<file path="config.mk">
export PLATFORM = sky130hd
export DESIGN_NAME = adcrc_top
export DESIGN_NICKNAME = d
export VERILOG_FILES = /design/src/adcrc_pkg.sv /design/src/adcrc_top.sv /design/src/adcrc_fifo.sv
export SDC_FILE = /design/constraint.sdc
export NUM_CORES = 1
export LEC_CHECK = 0
export ABC_AREA = 1
export BUFFER_PORTS_ARGS = -buffer_cell sky130_fd_sc_hd__buf_4
export CORE_UTILIZATION = 29
export DETAILED_ROUTE_END_ITERATION = 7
export SYNTH_ARGS = -nofsm -noshare
export SYNTH_HDL_FRONTEND = slang
export SYNTH_SLANG_ARGS = --single-unit
export TNS_END_PERCENT = 10
</file>
<file path="constraint.sdc">
create_clock -name clock_i -period 8.8 [get_ports clock_i]
set_clock_uncertainty 0.05 [all_clocks]
set_input_delay 1.76 -clock clock_i [delete_from_list [all_inputs] [get_ports clock_i]]
set_output_delay 1.76 -clock clock_i [all_outputs]
set_load 0.01 [all_outputs]
</file>
<file path="src/adcrc_pkg.sv">
// Purpose: shared constants and types for the adc result computation unit
// Assumes: one clock, synchronous active-high reset
// Notes: mode, error-select and threshold-select codes are 3-bit fields
package adcrc_pkg;

  localparam int ACC_W = 16;
  localparam int CNT_W = 8;
  localparam int FIFO_DEPTH = 8;

  localparam logic [ACC_W-1:0] ACC_RST = 16'h0000;
  localparam logic [CNT_W-1:0] CNT_RST = 8'h00;
  localparam logic [CNT_W-1:0] CNT_MAX = 8'hff;

  // clear duration in converter clock cycles
  localparam logic [2:0] CLR_RC_CYCLES = 3'h5;
  localparam logic [2:0] CLR_SYS_CYCLES = 3'h1;

  // computation select codes
  localparam logic [2:0] MD_BASIC = 3'h0;
  localparam logic [2:0] MD_ACCUM = 3'h1;
  localparam logic [2:0] MD_AVG = 3'h2;
  localparam logic [2:0] MD_BURST = 3'h3;
  localparam logic [2:0] MD_LPF = 3'h4;

  // error calc select codes
  localparam logic [2:0] CALC_RES_PREV = 3'h0;
  localparam logic [2:0] CALC_RES_STPT = 3'h1;
  localparam logic [2:0] CALC_RES_FLT = 3'h2;
  localparam logic [2:0] CALC_RSVD = 3'h3;
  localparam logic [2:0] CALC_PREV_FLT = 3'h4;
  localparam logic [2:0] CALC_FLT_STPT = 3'h5;
  localparam logic [2:0] CALC_RES = 3'h6;
  localparam logic [2:0] CALC_FLT = 3'h7;

  // threshold test select codes
  localparam logic [2:0] TM_NEVER = 3'h0;
  localparam logic [2:0] TM_BELOW_LO = 3'h1;
  localparam logic [2:0] TM_GE_LO = 3'h2;
  localparam logic [2:0] TM_INSIDE = 3'h3;
  localparam logic [2:0] TM_OUTSIDE = 3'h4;
  localparam logic [2:0] TM_LE_UP = 3'h5;
  localparam logic [2:0] TM_ABOVE_UP = 3'h6;
  localparam logic [2:0] TM_ALWAYS = 3'h7;

  typedef struct packed {
    logic [2:0] mode;
    logic [2:0] shift;
    logic [2:0] calc;
    logic [2:0] tmd;
    logic dsen;
    logic cont;
    logic rc;
  } adcrc_cfg_s;

  typedef enum logic {SMP_FIRST, SMP_SECOND} adcrc_pair_e;

endpackage

</file>
<file path="src/adcrc_top.sv">
// Purpose: post-conversion accumulate, filter, error and threshold unit
// Assumes: clock_i is the converter clock, either system-derived or rc
// Notes: results enter through an 8-word fifo; control bits are plain ports
//
// Summary of operation
// accumulator is a 16-bit register visible to software
// every accumulating mode adds the result on each trigger event
// overflow flag sets when a sum passes 65535
// sample count increments for every sample accumulated, holding at 255 once it gets there
// clear request zeroes accumulator, overflow flag and sample count
// clear bit returns low by itself when clearing finishes
// on the rc clock a clear takes five cycles
// accumulate and average modes copy shifted accumulator to filtered value
// accumulator stays right-justified whatever the result format
// basic mode: no accumulation, error comparison still runs
// accumulate mode: add, count, compare after every sample
// average mode: compare only once count reaches repeat target
// average mode: next trigger after target clears accumulator first
// burst mode retriggers until count reaches target, even without continuous
// burst mode clears accumulator when a burst is started
// low-pass mode filters samples, compares once count reaches target
// low-pass update: sample plus accumulator minus shifted accumulator
// shift field one to six sets low-pass cutoff
// results latched at computation end for the error calculation
// error select 111 loads filtered value in both sample modes
// error select picks among result, previous, filtered and setpoint differences
// with double sampling error is computed only after second sample
// error compared to thresholds, above and below flags updated
// test select chooses one of eight threshold conditions
// conditions encoded 000 never through 111 always
// threshold comparisons are signed
// met condition at computation end sets threshold interrupt flag
// accumulator overflow also raises threshold interrupt flag
`timescale 1ns/1ps
module adcrc_top
  import adcrc_pkg::*;
#(
  parameter int FIFO_D = FIFO_DEPTH
) (
  input wire logic clock_i,
  input wire logic sys_rst_i,
  input wire adcrc_cfg_s cfg_i,
  input wire logic conversion_go_i,
  input wire logic ext_trigger_i,
  input wire logic accumulator_clear_i,
  input wire logic threshold_flag_clear_i,
  input wire logic [CNT_W-1:0] repeat_target_i,
  input wire logic [ACC_W-1:0] setpoint_i,
  input wire logic [ACC_W-1:0] upper_threshold_i,
  input wire logic [ACC_W-1:0] lower_threshold_i,
  input wire logic conv_valid_i,
  input wire logic [ACC_W-1:0] conv_data_i,
  output logic conv_ready_o,
  output logic conv_start_o,
  output logic [ACC_W-1:0] accumulator_value_o,
  output logic accumulator_overflow_o,
  output logic [CNT_W-1:0] sample_count_o,
  output logic accumulator_clear_o,
  output logic [ACC_W-1:0] filtered_value_o,
  output logic [ACC_W-1:0] error_value_o,
  output logic [ACC_W-1:0] conversion_result_o,
  output logic [ACC_W-1:0] previous_result_o,
  output logic above_upper_flag_o,
  output logic below_lower_flag_o,
  output logic threshold_irq_flag_o
);

  logic ext_meta_r;
  logic ext_sync_r;
  logic ext_prev_r;
  logic ext_edge;
  logic trig_go;
  logic trig_any;
  logic retrig_r;
  logic burst_act_r;
  logic [2:0] clr_cnt_r;
  logic fifo_valid;
  logic [ACC_W-1:0] fifo_data;
  logic fifo_ready;
  logic pop;
  logic do_acc;
  logic accumulating;
  logic trig_clear;
  adcrc_pair_e pair_r;
  logic [ACC_W-1:0] first_r;
  logic [ACC_W-1:0] sample;
  logic [ACC_W:0] sum_nxt;
  logic [CNT_W-1:0] cnt_nxt;
  logic calc_r;
  logic test_en;
  logic [ACC_W-1:0] err_nxt;
  logic [ACC_W-1:0] cvd;
  logic signed [ACC_W-1:0] err_s;
  logic signed [ACC_W-1:0] up_s;
  logic signed [ACC_W-1:0] lo_s;
  logic cond;
  logic ovf_set;

  // external trigger crosses in through two flops
  always_ff @(posedge clock_i) begin
    if (sys_rst_i) begin
      ext_meta_r <= 1'b0;
      ext_sync_r <= 1'b0;
      ext_prev_r <= 1'b0;
    end else begin
      ext_meta_r <= ext_trigger_i;
      ext_sync_r <= ext_meta_r;
      ext_prev_r <= ext_sync_r;
    end
  end

  assign ext_edge = ext_sync_r & ~ext_prev_r;
  assign trig_go = conversion_go_i | ext_edge;
  assign trig_any = trig_go | retrig_r;

  adcrc_fifo #(
    .W(ACC_W),
    .D(FIFO_D)
  ) u_fifo (
    .clock_i(clock_i),
    .sys_rst_i(sys_rst_i),
    .in_valid_i(conv_valid_i),
    .in_data_i(conv_data_i),
    .in_ready_o(conv_ready_o),
    .out_valid_o(fifo_valid),
    .out_data_o(fifo_data),
    .out_ready_i(fifo_ready)
  );

  // draining stalls while clearing, on a trigger and while error is computed
  assign fifo_ready = ~accumulator_clear_o & ~trig_any & ~calc_r;
  assign pop = fifo_valid & fifo_ready;
  assign do_acc = pop & (~cfg_i.dsen | pair_r == SMP_SECOND);
  assign accumulating = cfg_i.mode != MD_BASIC && cfg_i.mode <= MD_LPF;
  assign trig_clear = trig_any & ((cfg_i.mode == MD_BURST & trig_go)
    | (cfg_i.mode == MD_AVG & sample_count_o >= repeat_target_i));

  // result words are right-justified, format never reaches here
  assign sample = cfg_i.dsen ? fifo_data - first_r : fifo_data;

  always_comb begin
    sum_nxt = {1'b0, accumulator_value_o} + {1'b0, sample};
    if (cfg_i.mode == MD_LPF) begin
      sum_nxt = sum_nxt - {1'b0, accumulator_value_o >> cfg_i.shift};
    end
  end

  assign cnt_nxt = (sample_count_o == CNT_MAX) ? sample_count_o : sample_count_o + CNT_W'(1);
  assign ovf_set = do_acc & accumulating & sum_nxt[ACC_W];

  // double-sample pairing
  always_ff @(posedge clock_i) begin
    if (sys_rst_i) begin
      pair_r <= SMP_FIRST;
      first_r <= ACC_RST;
    end else if (~cfg_i.dsen) begin
      pair_r <= SMP_FIRST;
    end else if (pop) begin
      unique case (pair_r)
        SMP_FIRST: begin
          pair_r <= SMP_SECOND;
          first_r <= fifo_data;
        end
        SMP_SECOND: pair_r <= SMP_FIRST;
      endcase
    end
  end

  // clear request and its busy bit
  always_ff @(posedge clock_i) begin
    if (sys_rst_i) begin
      accumulator_clear_o <= 1'b0;
      clr_cnt_r <= 3'h0;
    end else if (accumulator_clear_i) begin
      accumulator_clear_o <= 1'b1;
      clr_cnt_r <= cfg_i.rc ? CLR_RC_CYCLES : CLR_SYS_CYCLES;
    end else if (accumulator_clear_o) begin
      clr_cnt_r <= clr_cnt_r - 3'h1;
      if (clr_cnt_r == 3'h1) begin
        accumulator_clear_o <= 1'b0;
      end
    end
  end

  // accumulator, count and overflow
  always_ff @(posedge clock_i) begin
    if (sys_rst_i) begin
      accumulator_value_o <= ACC_RST;
      sample_count_o <= CNT_RST;
      accumulator_overflow_o <= 1'b0;
    end else if (accumulator_clear_o | trig_clear) begin
      accumulator_value_o <= ACC_RST;
      sample_count_o <= CNT_RST;
      accumulator_overflow_o <= 1'b0;
    end else if (do_acc & accumulating) begin
      accumulator_value_o <= sum_nxt[ACC_W-1:0];
      sample_count_o <= cnt_nxt;
      if (ovf_set) begin
        accumulator_overflow_o <= 1'b1;
      end
    end
  end

  // filtered value and latched results
  always_ff @(posedge clock_i) begin
    if (sys_rst_i) begin
      filtered_value_o <= ACC_RST;
      conversion_result_o <= ACC_RST;
      previous_result_o <= ACC_RST;
    end else if (do_acc) begin
      conversion_result_o <= fifo_data;
      previous_result_o <= cfg_i.dsen ? first_r : conversion_result_o;
      if (accumulating) begin
        filtered_value_o <= sum_nxt[ACC_W-1:0] >> cfg_i.shift;
      end
    end
  end

  // retrigger and burst tracking
  always_ff @(posedge clock_i) begin
    if (sys_rst_i) begin
      burst_act_r <= 1'b0;
      retrig_r <= 1'b0;
      conv_start_o <= 1'b0;
    end else begin
      conv_start_o <= trig_any;
      if (trig_go & cfg_i.mode == MD_BURST) begin
        burst_act_r <= 1'b1;
      end else if (do_acc & cnt_nxt >= repeat_target_i) begin
        burst_act_r <= 1'b0;
      end
      retrig_r <= pop & (cfg_i.cont | (cfg_i.mode == MD_BURST & burst_act_r
        & ~(do_acc & cnt_nxt >= repeat_target_i)));
    end
  end

  // error calculation one cycle after the computation
  always_ff @(posedge clock_i) begin
    if (sys_rst_i) begin
      calc_r <= 1'b0;
    end else begin
      calc_r <= do_acc;
    end
  end

  assign cvd = cfg_i.dsen ? conversion_result_o - previous_result_o : conversion_result_o;

  always_comb begin
    unique case (cfg_i.calc)
      CALC_RES_PREV: err_nxt = conversion_result_o - previous_result_o;
      CALC_RES_STPT: err_nxt = cvd - setpoint_i;
      CALC_RES_FLT: err_nxt = cvd - filtered_value_o;
      CALC_RSVD: err_nxt = ACC_RST;
      CALC_PREV_FLT: err_nxt = previous_result_o - filtered_value_o;
      CALC_FLT_STPT: err_nxt = filtered_value_o - setpoint_i;
      CALC_RES: err_nxt = conversion_result_o;
      CALC_FLT: err_nxt = filtered_value_o;
    endcase
  end

  assign err_s = $signed(err_nxt);
  assign up_s = $signed(upper_threshold_i);
  assign lo_s = $signed(lower_threshold_i);
  assign test_en = (cfg_i.mode == MD_BASIC | cfg_i.mode == MD_ACCUM)
    | sample_count_o >= repeat_target_i;

  always_comb begin
    unique case (cfg_i.tmd)
      TM_NEVER: cond = 1'b0;
      TM_BELOW_LO: cond = err_s < lo_s;
      TM_GE_LO: cond = err_s >= lo_s;
      TM_INSIDE: cond = err_s >= lo_s && err_s <= up_s;
      TM_OUTSIDE: cond = err_s < lo_s || err_s > up_s;
      TM_LE_UP: cond = err_s <= up_s;
      TM_ABOVE_UP: cond = err_s > up_s;
      TM_ALWAYS: cond = 1'b1;
    endcase
  end

  always_ff @(posedge clock_i) begin
    if (sys_rst_i) begin
      error_value_o <= ACC_RST;
      above_upper_flag_o <= 1'b0;
      below_lower_flag_o <= 1'b0;
    end else if (calc_r) begin
      error_value_o <= err_nxt;
      above_upper_flag_o <= err_s > up_s;
      below_lower_flag_o <= err_s < lo_s;
    end
  end

  // sticky flag: a set in the clear cycle wins
  always_ff @(posedge clock_i) begin
    if (sys_rst_i) begin
      threshold_irq_flag_o <= 1'b0;
    end else if ((calc_r & test_en & cond) | ovf_set) begin
      threshold_irq_flag_o <= 1'b1;
    end else if (threshold_flag_clear_i) begin
      threshold_irq_flag_o <= 1'b0;
    end
  end
endmodule

</file>
<file path="src/adcrc_fifo.sv">
// Purpose: small flop-based fifo for conversion results
// Assumes: same clock on both sides
// Notes: in_ready_o is a flop, so it lags a pop by one cycle
`timescale 1ns/1ps
module adcrc_fifo #(
  parameter int W = 16,
  parameter int D = 8
) (
  input wire logic clock_i,
  input wire logic sys_rst_i,
  input wire logic in_valid_i,
  input wire logic [W-1:0] in_data_i,
  output logic in_ready_o,
  output logic out_valid_o,
  output logic [W-1:0] out_data_o,
  input wire logic out_ready_i
);
  localparam int AW = $clog2(D);
  localparam int CW = $clog2(D + 1);

  logic [W-1:0] mem_r [D];
  logic [AW-1:0] wr_ptr_r;
  logic [AW-1:0] rd_ptr_r;
  logic [CW-1:0] count_r;
  logic [CW-1:0] count_nxt;
  logic push;
  logic pop;

  assign push = in_valid_i & in_ready_o;
  assign pop = out_valid_o & out_ready_i;
  assign out_valid_o = count_r != '0;
  assign out_data_o = mem_r[rd_ptr_r];

  always_comb begin
    count_nxt = count_r;
    if (push & ~pop) begin
      count_nxt = count_r + CW'(1);
    end else if (pop & ~push) begin
      count_nxt = count_r - CW'(1);
    end
  end

  always_ff @(posedge clock_i) begin
    if (sys_rst_i) begin
      count_r <= '0;
      in_ready_o <= 1'b0;
    end else begin
      count_r <= count_nxt;
      in_ready_o <= count_nxt < CW'(D);
    end
  end

  always_ff @(posedge clock_i) begin
    if (sys_rst_i) begin
      wr_ptr_r <= '0;
      rd_ptr_r <= '0;
    end else begin
      if (push) begin
        wr_ptr_r <= (wr_ptr_r == AW'(D - 1)) ? '0 : wr_ptr_r + AW'(1);
      end
      if (pop) begin
        rd_ptr_r <= (rd_ptr_r == AW'(D - 1)) ? '0 : rd_ptr_r + AW'(1);
      end
    end
  end

  always_ff @(posedge clock_i) begin
    if (push) begin
      mem_r[wr_ptr_r] <= in_data_i;
    end
  end

endmodule

</file>
==> impl_metrics.json, run 1 <==
{
  "cp.required_ns": 9.26,
  "p_leak_nw": 9.40,
  "cts.clk_slew.worst_paths_ns": 0.06,
  "hold_violations": 0,
  "maxSlewHeadroom_pct": 25.0,
  "worst_slew_pin_slew_ns": 1.12,
  "core-area_sq_um": 61700,
  "clock_latency_ns": 0.59,
  "syn_nets": 2682,
  "die_w_um": 252,
  "fin_nets": 2830,
  "rows": 91,
  "port_buffers": 188,
  "hp-class": "flip-flop to flip-flop",
  "grt_pass1_wl_mm": 88.2,
  "antenna_cells": 0,
  "fmax_mhz": 150,
  "crit_slowest_cell": "nor2_2",
  "clk_path_buf_depth": 3,
  "placed_cells": 3384,
  "cts_num_sinks": 262,
  "rsz0062_at_grt": "false",
  "dieArea_sq_um": 63500,
  "cts_tree": "yes",
  "drt-initial-drc-count": 1178,
  "avgRoutedWirePerCell_um": 16.8,
  "status": "finished clean",
  "totalWireLength_mm": 57.7,
  "ys_seq_elements": 262,
  "htreeDepth": 1,
  "drt_pass1_iterations": 5,
  "period_share_pct": 75.6,
  "clock-root-buffer": "clkbuf_16",
  "maxSlewViolCount": 0,
  "async_flop_share_pct": 0,
  "fin_ws_ns": 2.15,
  "ctsResizeCount": 0,
  "nFillCells": 6586,
  "grt_pass1_vias": 15400,
  "start_util_pct": 29.4,
  "path_buf_inv": 7,
  "period_minus_slack_ns": 6.65,
  "post-route-drc-count": 0,
  "cap_violations": 0,
  "synth_edf_count": 128,
  "avgSynthCellArea_sq_um": 7.46,
  "dieHeight_um": 252,
  "setup.worst_path.end_class": "flip-flop",
  "antenna_found_initial": 2,
  "cp_max_fo": 24,
  "stdcell_count": 3435,
  "netlist_area_sq_um": 18100,
  "hold_ws_ns": 0.355,
  "layout-area-overhead-vs-synth_pct": 18.0,
  "ctsHoldBuffers": 0,
  "synthCells": 2430,
  "yosysSeqAreaShare_pct": 36.0,
  "critPathTopFamily": "simple AND/OR/NAND/NOR gates",
  "crit_type": "input port to flip-flop",
  "dpl_worst_slack_ns": 1.56,
  "track_usage_pct": 17.6,
  "irDropWorstVdd_v": 0.000159,
  "vias_per_cell": 4.91,
  "arrival_ns": 7.12,
  "cpMostUsedCell": "nand2_1",
  "grt_max_degree": 73,
  "synth.distinct_cells": 58,
  "finalPower_mw": 6.34,
  "yosysWarnings": 0,
  "num_vias": 16900,
  "gp_congestion": 0.950,
  "cp-start-kind": "input port",
  "drive_above_1_share_pct": 12.0,
  "critical-path-max-stage-delay_ns": 0.66,
  "detail-route-antenna-nets": 0,
  "grt_overflow": 0,
  "io_pins": 189,
  "cts_setup_buffers": 0,
  "setup_tns_ns": 0,
  "pwr_density_cell_nw_per_um2": 296,
  "cts_buffers": 29,
  "synthFlopType": "dfxtp_1",
  "hpwl_mm": 44.2,
  "setup_violations": 0
}
==> flip-flops by register name (all words and copies together), names as in the netlist, 3 cells and up, named ones only <==
signal               cells
u_fifo.mem_r           128
accumulator_value_o     16
conversion_result_o     16
error_value_o           16
filtered_value_o        16
first_r                 16
previous_result_o       16
sample_count_o           8
u_fifo.count_r           4
clr_cnt_r                3
u_fifo.rd_ptr_r          3
u_fifo.wr_ptr_r          3
==> cells by family (layout without fill, tap and decap cells) <==
logic type      after synthesis  in the layout  share of synthesized area (%)
buf+inv                     424            592                           9.07
fa+ha+maj                   158            158                           11.1
compound gates              644            644                           20.5
xor+xnor                     50             50                           2.41
simple gates                886            886                           20.6
mux                           6              6                          0.331
flops                       262            262                           36.0
==> final cells by class <==
type	count	area [sq um]	area share (%)
Inverter	328	1230	5.75
Clock buffer	37	790	3.69
Sequential cell	262	6530	30.5
Timing Repair Buffer	213	1600	7.47
Tap cell	837	1050	4.89
Clock inverter	14	234	1.09
Multi-Input combinational cell	1744	9980	46.6
==> per-stage QoR <==
stage	utilization, %	cell area, sq um
after floorplan	-	18100
after global placement	33.0	20400
after detailed placement	33.0	20400
after CTS	34.7	21400
after global routing	34.7	21400
final	34.7	21400
==> layer usage <==
metal / track usage, % / share of wire [%]
met5: 0 / 0.045
met4: 4.21 / 2.1
met3: 2.07 / 5.3
met2: 29.8 / 47
met1: 23.9 / 46
==> worst reg2reg max path: cells and delay by family, from the launching register on <==
kind	cells	cell delay [ns]
AO/OA/AOI/OAI	13	2.48
adder cells (fa/ha/maj)	3	1.08
buffers and inverters	4	0.56
flip-flops	1	0.83
AND/OR/NAND/NOR	14	1.44
==> Yosys cell counts, types with 4 or more instances <==
master / number / area, sq um
o2111ai_1: 4 / 35.0
o21ai_0: 272 / 1360
nand3b_1: 5 / 37.5
a221oi_1: 13 / 114
fa_1: 6 / 120
a21boi_0: 10 / 75.1
nor2_4: 5 / 56.3
o22ai_1: 5 / 31.3
buf_6: 4 / 45.0
o211ai_1: 13 / 97.6
o221ai_1: 5 / 43.8
mux2i_1: 6 / 60.1
nand4_1: 8 / 50.1
a31oi_1: 17 / 106
nand2_1: 425 / 1600
o21ai_1: 5 / 25.0
buf_2: 16 / 80.1
o21bai_1: 10 / 75.1
a211oi_1: 9 / 67.6
nor2_1: 221 / 830
o21ai_2: 7 / 61.3
o21a_1: 7 / 52.6
dfxtp_1: 134 / 2680
a211oi_2: 6 / 75.1
a22oi_1: 4 / 30.0
xor2_1: 36 / 315
ha_1: 152 / 1900
nor3_1: 17 / 85.1
a21oi_1: 209 / 1050
xnor2_1: 14 / 123
nand3_1: 178 / 891
or2_2: 12 / 75.1
clkbuf_1: 72 / 270
clkinv_1: 4 / 15.0
inv_2: 12 / 45.0
o32ai_1: 31 / 272
inv_1: 312 / 1170
edfxtp_1: 128 / 3840
a21o_1: 7 / 52.6
==> power by group <==
group	internal [mW]	switching, mW
Combinational	1.29	2.28
Clock	0.807	0.513
Sequential	1.36	0.0943
Total	3.45	2.89
==> placed cells by master (no fill, tap or decap), types with 13 or more instances in the layout <==
cell,Yosys,final
o211ai_1,13,13
edfxtp_1,128,128
nand2_1,425,425
a221oi_1,13,13
o21ai_0,272,272
xor2_1,36,36
inv_1,312,312
a31oi_1,17,17
buf_4,1,213
clkbuf_16,0,29
a21oi_1,209,209
o32ai_1,31,31
nor2_1,221,220
ha_1,152,152
xnor2_1,14,14
dfxtp_1,134,132
nor3_1,17,17
nand3_1,178,178
inv_2,12,13
==> path summary, 6_finish.rpt <==
| kind | startpoint | to | slack (ns) | cells past startpoint |
|---|---|---|---|---|
| max | cfg_i[6] | threshold_irq_flag_o$_SDFFE_PP0P_ | 2.15 | 34 |
| min | ext_meta_r$_SDFF_PP0_ | ext_sync_r$_SDFF_PP0_ | 0.36 | 2 |
| max reg2reg | flip-flop | filtered_value_o[11]$_SDFFE_PP0P_ | 2.31 | 34 |
| min reg2reg | ext_meta_r$_SDFF_PP0_ | ext_sync_r$_SDFF_PP0_ | 0.36 | 2 |
Note: power is estimated with default switching activity, not from simulation.
==> inputs of run 2 (changes only) <==
==> constraint.sdc (replaced) <==
create_clock -name clock_i -period 5.3 [get_ports clock_i]
set_clock_uncertainty 0.05 [all_clocks]
set_input_delay 1.06 -clock clock_i [delete_from_list [all_inputs] [get_ports clock_i]]
set_output_delay 1.06 -clock clock_i [all_outputs]
set_load 0.01 [all_outputs]
==> impl_metrics.json, run 2 (synthesis gave the netlist of run 1 again) <==
{
  "rsz0062_at_grt": "true",
  "p_leak_nw": 11.3,
  "min_from": "ext_meta_r$_SDFF_PP0_",
  "totalWireLength_mm": 62.4,
  "nFillCells": 6201,
  "stdcell_count": 3784,
  "clock_latency_ns": 0.60,
  "start_util_pct": 29.4,
  "worst-r2r-cell-count": 43,
  "reg2reg_from": "previous_result_o[7]$_SDFFE_PP0P_",
  "layout-area-overhead-vs-synth_pct": 40.8,
  "grt_max_degree": 73,
  "maxSlewHeadroom_pct": 28.1,
  "final_cell_mix": "buf_4 (543), nand2_1 (391), inv_1 (297)",
  "period_share_pct": 101,
  "track_usage_pct": 18.8,
  "min_path_cells": 2,
  "io_pins": 189,
  "dieHeight_um": 252,
  "fmax_mhz": 187,
  "irDropWorstVdd_v": 0.000330,
  "setup_violations": 2,
  "cts_buffers": 30,
  "hpwl_mm": 47.7,
  "timing.rr.end": "threshold_irq_flag_o$_SDFFE_PP0P_",
  "cp_max_fo": 6,
  "regMostFlops": "u_fifo.mem_r",
  "fin_util_pct": 41.4,
  "maxSlewViolCount": 0,
  "largest_reg_flops": 128,
  "period_minus_slack_ns": 5.35,
  "drt-initial-drc-count": 1321,
  "htreeDepth": 1,
  "num_vias": 18300,
  "die_w_um": 252,
  "antenna_found_initial": 2,
  "clock-root-buffer": "clkbuf_16",
  "cp-start-kind": "flip-flop",
  "grt_overflow": 0,
  "critPathTopFamily": "buffers and inverters",
  "grt_pass1_wl_mm": 94.3,
  "drive_above_1_share_pct": 30.9,
  "cap_violations": 0,
  "dieArea_sq_um": 63500,
  "setup.worst_path.end_class": "flip-flop",
  "fin_nets": 3176,
  "vias_per_cell": 4.85,
  "core-area_sq_um": 61700,
  "min_to": "ext_sync_r$_SDFF_PP0_",
  "violations": "setup timing",
  "cpMostUsedCell": "buf_4",
  "cts_tree": "yes",
  "finalPower_mw": 14.0,
  "crit_slowest_cell": "dfxtp_4",
  "r2r_setup_slack_ns": -0.05,
  "post-route-drc-count": 0,
  "path_buf_inv": 20,
  "cts_num_sinks": 262,
  "grt_pass1_vias": 17000,
  "critical-path-max-stage-delay_ns": 0.37,
  "arrival_ns": 5.83,
  "worst_slew_pin_slew_ns": 1.08,
  "layout_commonest_cell": "buf_4",
  "hold_ws_ns": 0.359,
  "fin_ws_ns": -0.0528,
  "rows": 91,
  "status": "finished, violations left",
  "detail-route-antenna-nets": 0,
  "drt_pass1_iterations": 6,
  "hp-class": "flip-flop to flip-flop",
  "avgRoutedWirePerCell_um": 16.5,
  "cts.clk_slew.worst_paths_ns": 0.06,
  "gp_congestion": 0.949,
  "pwr_density_cell_nw_per_um2": 547,
  "cp.required_ns": 5.78,
  "hold_violations": 0,
  "port_buffers": 188,
  "clk_path_buf_depth": 3,
  "crit_type": "flip-flop to flip-flop",
  "placed_cells": 3694,
  "setup_tns_ns": -0.0753
}
[run 2: cell count changes in the layout (fill, tap and decap cells not counted), sizes merged]
| cell | delta |
|---|---|
| buf | +345 |
| clkinv | +3 |
| bufinv | -1 |
| clkinvlp | +1 |
| diode | +1 |
[run 2: power by group]
group / internal (mW) / leakage, nW / switching (mW)
clock network: 1.31 / 0.502 / 0.871
logic: 4.48 / 8.57 / 4.93
registers: 2.26 / 2.25 / 0.121
total: 8.05 / 11.3 / 5.92
[run 2: final cells by class]
type                            count  area [sq um]  area share [%]
Sequential cell                   262          6550            25.6
Inverter                          328          1240            4.85
Clock inverter                     17           241           0.945
Timing Repair Buffer              558          4320            16.9
Multi-Input combinational cell   1744         11400            44.5
Antenna cell                        1          2.50         0.00980
Tap cell                          837          1050            4.10
Clock buffer                       37           795            3.11
[run 2: tightest hold or removal path, cell delays in order (launching register included)]
cell and delay (ns):
dfxtp_1 0.30, inv_1 0.04, nor2_1 0.03
[run 2: metal layers]
layer	track usage, %	part of all wire [%]
met1	24.8	44
met2	31.8	47
met3	2.31	5.2
met4	5.77	3.1
met5	0	0.043
[run 2: timing repair]
action / CTS / global route
setup endpoints to repair: 30 / 29
pin swaps: 46 / 92
setup buffers: 30 / 7
resized for setup: 129 / 212
hold buffers: 0 / 0
gates cloned: 1 / 0
[run 2: worst max path at each step]
stage | from | end | slack [ns] | cells after the start
2_1_floorplan | flip-flop | filtered_value_o[9]$_SDFFE_PP0P_ | 0.25 | 35
3_3_place_gp | cfg_i[2] | threshold_irq_flag_o$_SDFFE_PP0P_ | -0.62 | 32
3_5_place_dp | cfg_i[2] | threshold_irq_flag_o$_SDFFE_PP0P_ | -0.66 | 35
4_1_cts | conversion_result_o[0]$_SDFFE_PP0P_ | threshold_irq_flag_o$_SDFFE_PP0P_ | -0.13 | 41
5_1_grt | flip-flop | threshold_irq_flag_o$_SDFFE_PP0P_ | -0.31 | 36
6_report | previous_result_o[7]$_SDFFE_PP0P_ | threshold_irq_flag_o$_SDFFE_PP0P_ | -0.05 | 43
[run 2: per-stage QoR]
step / worst slack [ns] / area (sq um)
finish: -0.0528 / 25500
global route: -0.307 / 25500
CTS: -0.127 / 24500
detailed placement: -0.655 / 22800
global placement: -0.623 / 22800
floorplan: 0.248 / 18100
